**config.mk**
```make
export PLATFORM = sky130hd
export DESIGN_NAME = wcf_host
export DESIGN_NICKNAME = d
export VERILOG_FILES = /design/src/pkg/wcf_pkg.sv /design/src/hdl/wcf_host.sv
export SDC_FILE = /design/constraint.sdc
export NUM_CORES = 1
export LEC_CHECK = 0
export ABC_CLOCK_PERIOD_IN_PS = 14850
export BUFFER_PORTS_ARGS = -buffer_cell sky130_fd_sc_hd__buf_2
export CAP_MARGIN = 0
export CELL_PAD_IN_SITES_DETAIL_PLACEMENT = 1
export CELL_PAD_IN_SITES_GLOBAL_PLACEMENT = 1
export CORE_ASPECT_RATIO = 2
export CORE_MARGIN = 2
export CORE_UTILIZATION = 52
export CTS_CLUSTER_SIZE = 28
export DETAILED_ROUTE_END_ITERATION = 7
export GPL_TIMING_DRIVEN = 0
export PLACE_DENSITY_LB_ADDON = 0.1
export SLEW_MARGIN = 5
export SYNTH_ARGS = -nofsm -noshare
export SYNTH_HDL_FRONTEND = slang
export SYNTH_SLANG_ARGS = --single-unit
```
**constraint.sdc**
```tcl
create_clock -name core_clk -period 14.85 [get_ports core_clk]
set_input_delay 1.485 -clock core_clk [delete_from_list [all_inputs] [get_ports core_clk]]
set_output_delay 1.485 -clock core_clk [all_outputs]
set_load 0.1 [all_outputs]
```
**src/pkg/wcf_pkg.sv**
```systemverilog
// Constants and types shared by the write CRC frame controller.
package wcf_pkg;

   // ****************************************************************
   // Register map of the software port (byte addresses).
   // ****************************************************************
   localparam logic [7:0] OFF_CTRL   = 8'h00;
   localparam logic [7:0] OFF_CFG    = 8'h04;
   localparam logic [7:0] OFF_DATA0  = 8'h08;
   localparam logic [7:0] OFF_DATA1  = 8'h0C;
   localparam logic [7:0] OFF_DATA2  = 8'h10;
   localparam logic [7:0] OFF_DATA3  = 8'h14;
   localparam logic [7:0] OFF_MASK   = 8'h18;
   localparam logic [7:0] OFF_CRC    = 8'h1C;

   // ****************************************************************
   // Field positions.
   // ****************************************************************
   localparam int CTRL_START_BIT = 0;
   localparam int CTRL_DONE_BIT  = 1;
   localparam int STAT_BUSY_BIT  = 0;
   localparam int STAT_DONE_BIT  = 1;
   localparam int CFG_WIDTH_LSB  = 0;
   localparam int CFG_BC4_BIT    = 2;
   localparam int CFG_A2_BIT     = 3;
   localparam int CFG_MASK_BIT   = 4;

   // ****************************************************************
   // Values after reset and frame figures.
   // ****************************************************************
   localparam logic [4:0] CFG_RESET   = 5'h00;
   localparam logic [7:0] CRC_POLY    = 8'h07;
   localparam int         WORD_BITS   = 72;
   localparam int         LANE_BEATS  = 8;
   localparam logic [3:0] LAST_BEAT   = 4'h9;
   localparam logic [3:0] CRC_BEAT_LO = 4'h8;
   localparam logic [3:0] CRC_BEAT_HI = 4'h9;
   localparam int         NIBBLE      = 4;

   // ****************************************************************
   // Types.
   // ****************************************************************
   typedef enum logic [1:0] {
      WCF_X4  = 2'b00,
      WCF_X8  = 2'b01,
      WCF_X16 = 2'b10
   } wcf_width_t;

   typedef enum logic {
      WCF_IDLE = 1'b0,
      WCF_SEND = 1'b1
   } wcf_state_t;

endpackage

```
**src/hdl/wcf_host.sv**
```systemverilog
// Controller that frames write bursts with an appended 8-bit check value.
//
// The address-and-strobe port and the address map were decided locally.
`timescale 1ns/1ps
// How it works
// Check value uses generator polynomial x^8 + x^2 + x + 1.
// Check value is one combinational 8-bit result over a 72-bit word.
// Equals serial shifting from zero, bit 71 first, bit 0 last.
// Each check bit is the XOR of a fixed subset of inputs.
// Device flags single, double and odd-count bit errors.
// Device flags errors in one vertical column, inversion bits excepted.
// In full bursts with checking, writes start at column bits 0:0:0.
// Lane n, transfer k carries bit 8n+k, then transfers 8 and 9.
// Four-bit lanes: check bit n in transfer 8, n+4 in transfer 9.
// Byte lanes: check bit n then a one; mask lane bits 64-71 then ones.
// Sixteen-bit width has two trees over bits 71..0 and 143..72.
// Upper lanes carry check bits 8-15 then ones; upper mask 136-143.
// Chop four is fixed, and A2 picks which data half goes first.
// Chop four: 16 data inputs, ones in 4-7, check bits in 8-9.
// Chop four, A2 zero: lane n carries bits 8n to 8n+3 first.
// A2 one: upper nibbles are sent and fed at lower nibble positions.
// Device recomputes, compares and raises alert on a mismatch.
// Device with masking discards a burst whose check mismatches.
// Device checks bits as received, before undoing inversion.
// Device compares once per burst after all ten transfers.
module wcf_host (
   // Clock and reset.
   input  wire logic        core_clk,
   input  wire logic        rst,
   // Software register port.
   input  wire logic [7:0]  reg_addr,
   input  wire logic [31:0] reg_wdata,
   input  wire logic        reg_wr,
   input  wire logic        reg_rd,
   output logic      [31:0] reg_rdata,
   // Write burst toward the memory device.
   output logic             burst_start,
   output logic      [2:0]  burst_col,
   output logic             burst_chop,
   output logic             burst_select_per_command,
   output logic             beat_valid,
   output logic      [3:0]  beat_index,
   output logic      [15:0] dq_o,
   output logic      [15:0] dq_oe,
   output logic      [1:0]  dmdbi_o,
   output logic      [1:0]  dmdbi_oe
);

   // ****************************************************************
   // Functions.
   // ****************************************************************

   // Bit-serial shift from zero, unrolled into one combinational tree.
   function automatic logic [7:0] crc_next_over_word(
      input logic [71:0] word
   );
      logic [7:0] crc_result_bits;
      logic       fb;
      crc_result_bits = 8'h00;
      for (int i = wcf_pkg::WORD_BITS - 1; i >= 0; i--) begin
         fb = crc_result_bits[7] ^ word[i];
         crc_result_bits = {crc_result_bits[6:0], 1'b0};
         if (fb) begin
            crc_result_bits = crc_result_bits ^ wcf_pkg::CRC_POLY;
         end
      end
      return crc_result_bits;
   endfunction

   // Builds one 72-bit tree input from 64 data bits and 8 mask bits.
   function automatic logic [71:0] tree_word(
      input logic [63:0] data,
      input logic [7:0]  mask,
      input logic [1:0]  width,
      input logic        chop,
      input logic        a2,
      input logic        mask_used
   );
      logic [71:0] w;
      int          lane;
      int          j;
      int          src;
      w = '1;
      for (int i = 0; i < wcf_pkg::WORD_BITS; i++) begin
         lane = i / wcf_pkg::LANE_BEATS;
         j    = i % wcf_pkg::LANE_BEATS;
         src  = i;
         if (chop && a2) begin
            src = i + wcf_pkg::NIBBLE;
         end
         if (chop && j >= wcf_pkg::NIBBLE) begin
            w[i] = 1'b1;
         end else if (width == wcf_pkg::WCF_X4 && lane > 3) begin
            w[i] = 1'b1;
         end else if (lane == 8) begin
            w[i] = mask_used ? mask[src - 64] : 1'b1;
         end else begin
            w[i] = data[src];
         end
      end
      return w;
   endfunction

   // ****************************************************************
   // Registers.
   // ****************************************************************
   logic [4:0]        cfg_q;
   logic [127:0]      data_q;
   logic [15:0]       mask_q;
   logic              done_q;
   logic [31:0]       rdata_q;
   wcf_pkg::wcf_state_t state_q;
   logic [3:0]        beat_q;
   logic [71:0]       word_lo_q;
   logic [71:0]       word_hi_q;
   logic [7:0]        crc_lo_q;
   logic [7:0]        crc_hi_q;
   logic [1:0]        width_q;
   logic              chop_q;
   logic              a2_q;
   logic              start_q;
   logic              valid_q;
   logic [3:0]        index_q;
   logic [15:0]       dq_q;
   logic [15:0]       dq_oe_q;
   logic [1:0]        dm_q;
   logic [1:0]        dm_oe_q;

   logic              start_req;
   logic              done_clr;
   logic              last_beat;
   logic [1:0]        cfg_width;
   logic [71:0]       build_lo;
   logic [71:0]       build_hi;
   logic [15:0]       beat_dq;
   logic [1:0]        beat_dm;

   assign cfg_width = cfg_q[wcf_pkg::CFG_WIDTH_LSB +: 2];
   assign start_req = reg_wr && reg_addr == wcf_pkg::OFF_CTRL &&
                      reg_wdata[wcf_pkg::CTRL_START_BIT] &&
                      state_q == wcf_pkg::WCF_IDLE;
   assign done_clr  = reg_wr && reg_addr == wcf_pkg::OFF_CTRL &&
                      reg_wdata[wcf_pkg::CTRL_DONE_BIT];
   assign last_beat = state_q == wcf_pkg::WCF_SEND &&
                      beat_q == wcf_pkg::LAST_BEAT;

   // ****************************************************************
   // Software writes.
   // ****************************************************************
   always_ff @(posedge core_clk) begin
      if (rst) begin
         cfg_q  <= wcf_pkg::CFG_RESET;
         data_q <= '0;
         mask_q <= '0;
      end else if (reg_wr) begin
         unique case (reg_addr)
            wcf_pkg::OFF_CFG:   cfg_q           <= reg_wdata[4:0];
            wcf_pkg::OFF_DATA0: data_q[31:0]    <= reg_wdata;
            wcf_pkg::OFF_DATA1: data_q[63:32]   <= reg_wdata;
            wcf_pkg::OFF_DATA2: data_q[95:64]   <= reg_wdata;
            wcf_pkg::OFF_DATA3: data_q[127:96]  <= reg_wdata;
            wcf_pkg::OFF_MASK:  mask_q          <= reg_wdata[15:0];
            default: begin
            end
         endcase
      end
   end

   // A burst that ends in the cycle of a clear still leaves done set.
   always_ff @(posedge core_clk) begin
      if (rst) begin
         done_q <= 1'b0;
      end else if (last_beat) begin
         done_q <= 1'b1;
      end else if (done_clr) begin
         done_q <= 1'b0;
      end
   end

   // ****************************************************************
   // Software reads, answered in the following cycle.
   // ****************************************************************
   always_ff @(posedge core_clk) begin
      if (rst) begin
         rdata_q <= '0;
      end else if (reg_rd) begin
         unique case (reg_addr)
            wcf_pkg::OFF_CTRL:  rdata_q <= {30'h0, done_q,
                                            state_q == wcf_pkg::WCF_SEND};
            wcf_pkg::OFF_CFG:   rdata_q <= {27'h0, cfg_q};
            wcf_pkg::OFF_DATA0: rdata_q <= data_q[31:0];
            wcf_pkg::OFF_DATA1: rdata_q <= data_q[63:32];
            wcf_pkg::OFF_DATA2: rdata_q <= data_q[95:64];
            wcf_pkg::OFF_DATA3: rdata_q <= data_q[127:96];
            wcf_pkg::OFF_MASK:  rdata_q <= {16'h0, mask_q};
            wcf_pkg::OFF_CRC:   rdata_q <= {16'h0, crc_hi_q, crc_lo_q};
            default:            rdata_q <= 32'h0;
         endcase
      end else begin
         rdata_q <= 32'h0;
      end
   end

   assign reg_rdata = rdata_q;

   // ****************************************************************
   // Frame capture: tree words and check values fixed at start.
   // ****************************************************************
   assign build_lo = tree_word(data_q[63:0], mask_q[7:0], cfg_width,
                               cfg_q[wcf_pkg::CFG_BC4_BIT],
                               cfg_q[wcf_pkg::CFG_A2_BIT],
                               cfg_q[wcf_pkg::CFG_MASK_BIT]);
   assign build_hi = tree_word(data_q[127:64], mask_q[15:8], cfg_width,
                               cfg_q[wcf_pkg::CFG_BC4_BIT],
                               cfg_q[wcf_pkg::CFG_A2_BIT],
                               cfg_q[wcf_pkg::CFG_MASK_BIT]);

   always_ff @(posedge core_clk) begin
      if (rst) begin
         word_lo_q <= '1;
         word_hi_q <= '1;
         crc_lo_q  <= 8'h00;
         crc_hi_q  <= 8'h00;
         width_q   <= 2'b00;
         chop_q    <= 1'b0;
         a2_q      <= 1'b0;
      end else if (start_req) begin
         word_lo_q <= build_lo;
         word_hi_q <= build_hi;
         crc_lo_q  <= crc_next_over_word(build_lo);
         crc_hi_q  <= crc_next_over_word(build_hi);
         width_q   <= cfg_width;
         chop_q    <= cfg_q[wcf_pkg::CFG_BC4_BIT];
         a2_q      <= cfg_q[wcf_pkg::CFG_A2_BIT];
      end
   end

   // ****************************************************************
   // Burst sequencer: ten transfers per burst.
   // ****************************************************************
   always_ff @(posedge core_clk) begin
      if (rst) begin
         state_q <= wcf_pkg::WCF_IDLE;
         beat_q  <= 4'h0;
      end else begin
         unique case (state_q)
            wcf_pkg::WCF_IDLE: begin
               beat_q <= 4'h0;
               if (start_req) begin
                  state_q <= wcf_pkg::WCF_SEND;
               end
            end
            wcf_pkg::WCF_SEND: begin
               beat_q <= beat_q + 4'h1;
               if (beat_q == wcf_pkg::LAST_BEAT) begin
                  state_q <= wcf_pkg::WCF_IDLE;
               end
            end
         endcase
      end
   end

   // ****************************************************************
   // Lane contents for the current transfer.
   // ****************************************************************
   always_comb begin
      beat_dq = 16'hFFFF;
      beat_dm = 2'b11;
      for (int n = 0; n < 8; n++) begin
         if (beat_q < wcf_pkg::CRC_BEAT_LO) begin
            beat_dq[n]     = word_lo_q[8 * n + int'(beat_q[2:0])];
            beat_dq[n + 8] = word_hi_q[8 * n + int'(beat_q[2:0])];
         end else if (beat_q == wcf_pkg::CRC_BEAT_LO) begin
            beat_dq[n]     = crc_lo_q[n];
            beat_dq[n + 8] = crc_hi_q[n];
         end else if (width_q == wcf_pkg::WCF_X4 && n < 4) begin
            beat_dq[n]     = crc_lo_q[n + 4];
         end
      end
      if (beat_q < wcf_pkg::CRC_BEAT_LO) begin
         beat_dm[0] = word_lo_q[64 + int'(beat_q[2:0])];
         beat_dm[1] = word_hi_q[64 + int'(beat_q[2:0])];
      end
   end

   // ****************************************************************
   // Registered pin outputs.
   // ****************************************************************
   always_ff @(posedge core_clk) begin
      if (rst) begin
         start_q <= 1'b0;
         valid_q <= 1'b0;
         index_q <= 4'h0;
         dq_q    <= 16'hFFFF;
         dq_oe_q <= 16'h0000;
         dm_q    <= 2'b11;
         dm_oe_q <= 2'b00;
      end else begin
         start_q <= state_q == wcf_pkg::WCF_SEND && beat_q == 4'h0;
         valid_q <= state_q == wcf_pkg::WCF_SEND;
         index_q <= beat_q;
         // Idle lanes rest at ones so that stale data never stands there.
         if (state_q == wcf_pkg::WCF_SEND) begin
            dq_q <= beat_dq;
            dm_q <= beat_dm;
         end else begin
            dq_q <= 16'hFFFF;
            dm_q <= 2'b11;
         end
         if (state_q == wcf_pkg::WCF_SEND) begin
            unique case (width_q)
               wcf_pkg::WCF_X4: begin
                  dq_oe_q <= 16'h000F;
                  dm_oe_q <= 2'b00;
               end
               wcf_pkg::WCF_X8: begin
                  dq_oe_q <= 16'h00FF;
                  dm_oe_q <= 2'b01;
               end
               default: begin
                  dq_oe_q <= 16'hFFFF;
                  dm_oe_q <= 2'b11;
               end
            endcase
         end else begin
            dq_oe_q <= 16'h0000;
            dm_oe_q <= 2'b00;
         end
      end
   end

   // Full bursts start at column 0:0:0; a chop puts A2 up front.
   assign burst_col  = {chop_q & a2_q, 2'b00};
   assign burst_chop = chop_q;
   assign burst_select_per_command = 1'b0;
   assign burst_start = start_q;
   assign beat_valid  = valid_q;
   assign beat_index  = index_q;
   assign dq_o        = dq_q;
   assign dq_oe       = dq_oe_q;
   assign dmdbi_o     = dm_q;
   assign dmdbi_oe    = dm_oe_q;

endmodule

```
Word level (Yosys, flattened, before mapping)
Cells that the tools add are included.
{"block": "word_totals", "register_bits": 393, "output_inout_bits": 79, "word_cells": 1639}
{"block": "classes", "reduce_logical": 21, "n_mux": 1197, "n_lt_le_gt_ge": 82, "n_addsub": 17, "bitwise": 288, "eq_ne": 10}
{"op": "$mux W8", "count": 284}
{"op": "$lt A32 B8 Y1 const B", "count": 63}
{"op": "$bmux W1 S6", "count": 128}
{"op": "$mux W3", "count": 180}
{"op": "$mux W1", "count": 530}
{"op": "$not A3 Y3", "count": 142}
{"op": "$lt A32 B5 Y1 const B", "count": 8}
{"op": "$pmux W32 S8", "count": 1}
{"op": "$sub A32 B8 Y32 const B", "count": 8}
{"op": "$xor A1 B1 Y1", "count": 142}
{"op": "$bmux W1 S7", "count": 16}
{"op": "$mux W4", "count": 20}
{"op": "$bmux W1 S3", "count": 18}
{"op": "$mux W5", "count": 8}
{"op": "$eq A8 B5 Y1 const B", "count": 4}
{"op": "$lt A7 B8 Y1 const B", "count": 4}
{"op": "$pmux W16 S2", "count": 1}
{"op": "$add A6 B3 Y7 const A", "count": 4}
{"op": "$mux W7", "count": 4}
{"op": "$mux W6", "count": 4}
{"op": "$eq A8 B4 Y1 const B", "count": 2}
{"op": "$lt A6 B8 Y1 const B", "count": 2}
{"op": "$add A5 B3 Y6 const A", "count": 2}
{"op": "$reduce_and A2 Y1", "count": 6}
{"op": "23 further kinds", "count": 34}

Depth between registers and ports, before layout
{"block": "logic_depth", "word_depth": 294, "ltp_mapped": 19}

Least setup slack after synthesis
OpenSTA, ideal clock, no wires.
{"block": "synth_path", "path_kind": "reg-to-reg", "from": "register cfg_q[2]", "to": "register crc_lo_q[4]", "slack_ps": 9999, "arrival_time_ps": 4735, "setup_time_ps": 117, "required_time_ps": 14733, "path_stages_with_launch": 16, "path_buffers": 1, "path_cell_list": "dfxtp_1 > buf_4 > nand2_2 > a211oi_1 > xnor2_1 > xnor3_2 > xor3_2 > xor3_2 > xnor3_2 > xnor3_2 > xnor3_1 > xor2_1 > xnor2_1 > xnor2_1 > xor3_1 > a22o_1"}
{"block": "synth_via", "elab_chain_cells": 200, "word_cells_on_any_way": 689}
{"element": "from (decl)", "line": "wcf_host.sv:107", "source": "logic [4:0] cfg_q;"}
{"element": "from (signal assigned)", "line": "wcf_host.sv:152", "source": "cfg_q <= wcf_pkg::CFG_RESET;"}
{"element": "from (signal assigned)", "line": "wcf_host.sv:157", "source": "wcf_pkg::OFF_CFG: cfg_q <= reg_wdata[4:0];"}
{"element": "$logic_and A1 B1 Y1", "line": "wcf_host.sv:88", "source": "if (chop && a2) begin"}
{"element": "$mux W4", "line": "wcf_host.sv:88"}
{"element": "$sub A32 B8 Y32", "line": "wcf_host.sv:96", "source": "w[i] = mask_used ? mask[src - 64] : 1'b1;"}
{"element": "$bmux W1 S3", "line": "wcf_host.sv:96"}
{"element": "$mux W1 (not written as such) (2 in a row)", "line": "wcf_host.sv:96"}
{"element": "$mux W1", "line": "wcf_host.sv:96"}
{"element": "$mux W1", "line": "wcf_host.sv:93", "source": "end else if (width == wcf_pkg::WCF_X4 && lane > 3) begin"}
{"element": "$mux W1", "line": "wcf_host.sv:91", "source": "if (chop && j >= wcf_pkg::NIBBLE) begin"}
{"element": "[183 not listed]"}
{"element": "$mux W8", "line": "wcf_host.sv:227", "source": "end else if (start_req) begin"}
{"element": "$mux W8", "line": "wcf_host.sv:219", "source": "if (rst) begin"}
{"element": "$not A3 Y3 (no line) or $xor A1 B1 Y1 (tied branches)"}
{"element": "$mux W3 (*)", "line": "wcf_host.sv:63", "source": "if (fb) begin"}
{"element": "$mux W8 (*)", "line": "wcf_host.sv:227"}
{"element": "$mux W8 (*)", "line": "wcf_host.sv:219"}
{"element": "$mux W8 (*)", "line": "wcf_host.sv:227"}
{"element": "$mux W8 (*)", "line": "wcf_host.sv:219"}
{"element": "to (signal assigned)", "line": "wcf_host.sv:230", "source": "crc_lo_q <= crc_next_over_word(build_lo);"}
{"element": "to (decl)", "line": "wcf_host.sv:116", "source": "logic [7:0] crc_lo_q;"}
Every way passes the cells marked *; elsewhere a longest branch is shown, timed or not. The select of a mux whose other input is x is not followed.
A chain may end at the register's enable or synchronous reset.

Final worst setup path
Ends and elaborated chain as after synthesis.

==> results.py <==
metrics = {
    "setup_path": {
        "timing.reg2reg.setup_slack_ns": 7.79,
        "cp_top_family": "buffers and inverters",
        "arrival_ns": 7.49,
        "critPathBufInv": 6,
        "crit_slowest_cell": "mux2i_1",
        "cp-start-kind": "register",
        "cp.depth": 14,
        "endpoint_kind": "register",
        "slowest_delay_ns": 1.12,
        "cpMostUsedCell": "buf_1",
        "rr_worst_depth": 14,
        "r2r_start": "cfg_q[2]",
        "path_max_fanout": 10,
        "path_cells": "and2_1, buf_2, buf_1, buf_1, clkbuf_1, buf_1, buf_1, mux2i_1, xnor3_1, xnor2_2, xor2_1, xnor2_1, xor3_1, a22o_1",
        "path_class": "register to register",
        "worstPathRequired_ns": 15.28,
        "r2r_end": "crc_lo_q[4]",
    },
    "timing": {
        "setup_tns_ns": 0,
        "finClkSkew_ns": 0.0251,
        "slew_viol_final": 0,
        "clock.fmax_ghz": 0.142,
        "rsz0062_at_grt": "false",
        "setup_ws_ns": 7.79,
        "setup_viol": 0,
        "finalHoldViolations": 0,
        "tightestPinTransition_ns": 1.29,
        "fin_crit_sh_pct": 47.6,
        "slew_headroom_pct": 11.7,
        "timing.final.crit_period_ns": 7.06,
    },
    "route": {
        "first_pass_iters": 8,
        "vias": 20400,
        "avgRoutedWirePerCell_um": 33.4,
        "vias_per_cell": 6.46,
        "drc": 1,
        "ant_nets": 0,
        "drtIter0Drc": 2178,
        "finalWirelength_um": 106000,
    },
    "cells_and_area": {
        "drive_above_1_share_pct": 11.5,
        "utilization_pct": 58.6,
        "syn2layout_area_growth_pct": 11.8,
        "fin_nets": 2637,
        "fin_area_um2": 24300,
        "layout_common_cells": "nand2_1 (427), dfxtp_1 (378), nor2_1 (224)",
        "mostFrequentLayoutCell": "nand2_1",
    },
    "global_routing": {
        "grt_start_max_net_pins": 16,
        "grtUsageTotal_pct": 48.5,
        "busiest_layer": "met2",
        "use_met2_pct": 76.2,
        "use_met3_pct": 9.19,
        "grt_pass1_vias": 21000,
        "grtUsageMet1_pct": 52.3,
        "overflow": 0,
        "antenna_found_initial": 1,
        "grt_first_pass_wirelength_um": 150000,
    },
    "clocking": {
        "cts_max_path_buffers": 3,
        "clock_sinks": 378,
        "htreeDepth": 2,
        "cts_resized": 0,
        "clockRootBuffer": "clkbuf_16",
        "path_clk_slew_ns": 0.07,
        "cts_hold_buffers": 0,
        "cts_buffers": 38,
        "postCtsSetupBuffers": 0,
        "clkLatencyLatePin_ns": 0.56,
        "cts_tree": "yes",
    },
    "logic_synthesis": {
        "synthArstFlopShare_pct": 0,
        "syn_inst": 2431,
        "synth_top_area_share_pct": 34.8,
        "avgSynthCellArea_um2": 8.95,
        "synth-edff-count": 0,
        "ys_ff_latch": 378,
        "synth_area_leaders": "dfxtp_1 (35%), xnor3_1 (9.2%), nand2_1 (7.4%)",
        "yosysWarnings": 0,
        "netlist_area_um2": 21800,
        "synth_top_cell_by_area": "dfxtp_1",
        "synth_cell_type_count": 68,
        "seq_area_frac_synth_pct": 34.8,
        "ys.flop_type": "dfxtp_1",
    },
    "worst_hold_path": {
        "hold_start": "word_hi_q[11]",
        "hold_class": "register to register",
        "min_to": "word_hi_q[11]",
        "hold_path_depth": 1,
    },
    "placed_design": {
        "dp_slack_ns": 8.36,
        "portBuffers": 116,
        "hpwl_um": 81200,
        "place_area_um2": 23000,
        "gp_congestion": 1.04,
    },
    "floorplan": {
        "design.core.area_um2": 41500,
        "ios": 123,
        "rows": 106,
        "chipWidth_um": 149,
        "chipHeight_um": 293,
        "start_util_pct": 52.4,
        "dieArea_um2": 43600,
    },
    "flow_run": {
        "drv_cap": 0,
    },
    "run_status": {
        "violations": "DRC",
        "status": "complete, but fails checks",
    },
    "power_and_ir_drop": {
        "ir_worst_vdd_mv": 0.0950,
        "p_leak_nw": 9.18,
        "power.density_nw_per_um2": 94.4,
    },
}
## metal layers
| layer | wire length [um] | up-vias |
|---|---|---|
| met1 | 35100 | 10100 |
| met2 | 47400 | 1146 |
| met5 | 0 | - |
| met3 | 8280 | 493 |
| li1 | - | 8665 |
| met4 | 14900 | 0 |
## how the worst max path moves through the flow
| stage | start | to | slack (ns) |
|---|---|---|---|
| finish | cfg_q[2] | crc_lo_q[4] | 7.79 |
| global route | cfg_q[2] | crc_lo_q[4] | 7.67 |
| CTS | cfg_q[2] | crc_lo_q[4] | 8.33 |
| detailed placement | cfg_q[2] | crc_lo_q[4] | 8.36 |
| global placement | cfg_q[2] | crc_lo_q[4] | 8.49 |
| floorplan | cfg_q[2] | crc_lo_q[4] | 10.0 |
## worst register-to-register path, cell delays in order (launching register included)
cell,delay (ns)
dfxtp_1,0.39
and2_1,0.14
buf_2,0.20
buf_1,0.47
buf_1,0.59
clkbuf_1,0.75
buf_1,0.77
buf_1,0.75
mux2i_1,1.13
xnor3_1,0.39
xnor2_2,0.21
xor2_1,0.30
xnor2_1,0.21
xor3_1,0.46
a22o_1,0.19
## where the power goes
part / switching (mW) / internal [mW]
registers: 0.00165 / 1.01
clock network: 0.441 / 0.583
logic: 0.127 / 0.128
total: 0.570 / 1.73
## synth_stat cells (10+ instances only)
library cell / number
nor2_1: 224
dfxtp_1: 378
clkbuf_1: 179
mux4_2: 36
nand3_1: 16
nand2_1: 427
a22oi_1: 76
xnor2_1: 148
a211oi_1: 13
a31oi_1: 28
o22ai_1: 12
xor2_1: 80
a211o_1: 87
xnor3_1: 89
a21oi_1: 202
xnor2_2: 11
buf_4: 21
buf_2: 11
and3_1: 25
buf_1: 26
nor3_1: 66
xor3_1: 10
o21bai_1: 54
mux2i_1: 56
o21ai_0: 30
## layout make-up
type	count	area, um^2
buffer	240	1000
inverter	9	33.8
antenna	1	2.50
timing repair buffer	117	588
sequential	378	7570
tap	540	676
fill	4898	17200
clock inverter	17	175
multi-input combinational	1806	13200
clock buffer	52	1120
## state kept, by name (all words and copies together) (netlist names)
| signal | flops |
|---|---|
| dmdbi_o | 2 |
| state_q | 1 |
| cfg_q | 5 |
| a2_q | 1 |
| crc_lo_q | 8 |
| width_q | 2 |
| dq_oe | 3 |
| mask_q | 16 |
| word_lo_q | 72 |
| beat_index | 4 |
| burst_start | 1 |
| data_q | 128 |
| reg_rdata | 32 |
| done_q | 1 |
| beat_q | 4 |
| word_hi_q | 72 |
| beat_valid | 1 |
| dq_o | 16 |
| crc_hi_q | 8 |
| burst_chop | 1 |
## stage by stage
step	power (mW)	hold WS, ns	std cells
final	2.30	0.460	3160
after global routing	2.34	0.478	3159
after CTS	2.29	0.461	3159
after detailed placement	1.29	0.446	3090
after global placement	1.28	0.438	3089
after floorplan	1.23	0.430	2433
## kinds of logic (layout without fill, tap and decap cells)
kind of cell             count (synthesis)  after routing  synth area share, %
adder cells (fa/ha/maj)                  3              3                0.173
other                                    1              4               0.0172
buffers and inverters                  249            435                 4.77
multiplexers                           100            100                 6.73
AO/OA/AOI/OAI                          528            528                 16.1
XOR/XNOR                               351            351                 21.6
AND/OR/NAND/NOR                        821            821                 15.9
flip-flops                             378            378                 34.8
Note: power is estimated with default switching activity, not from simulation.
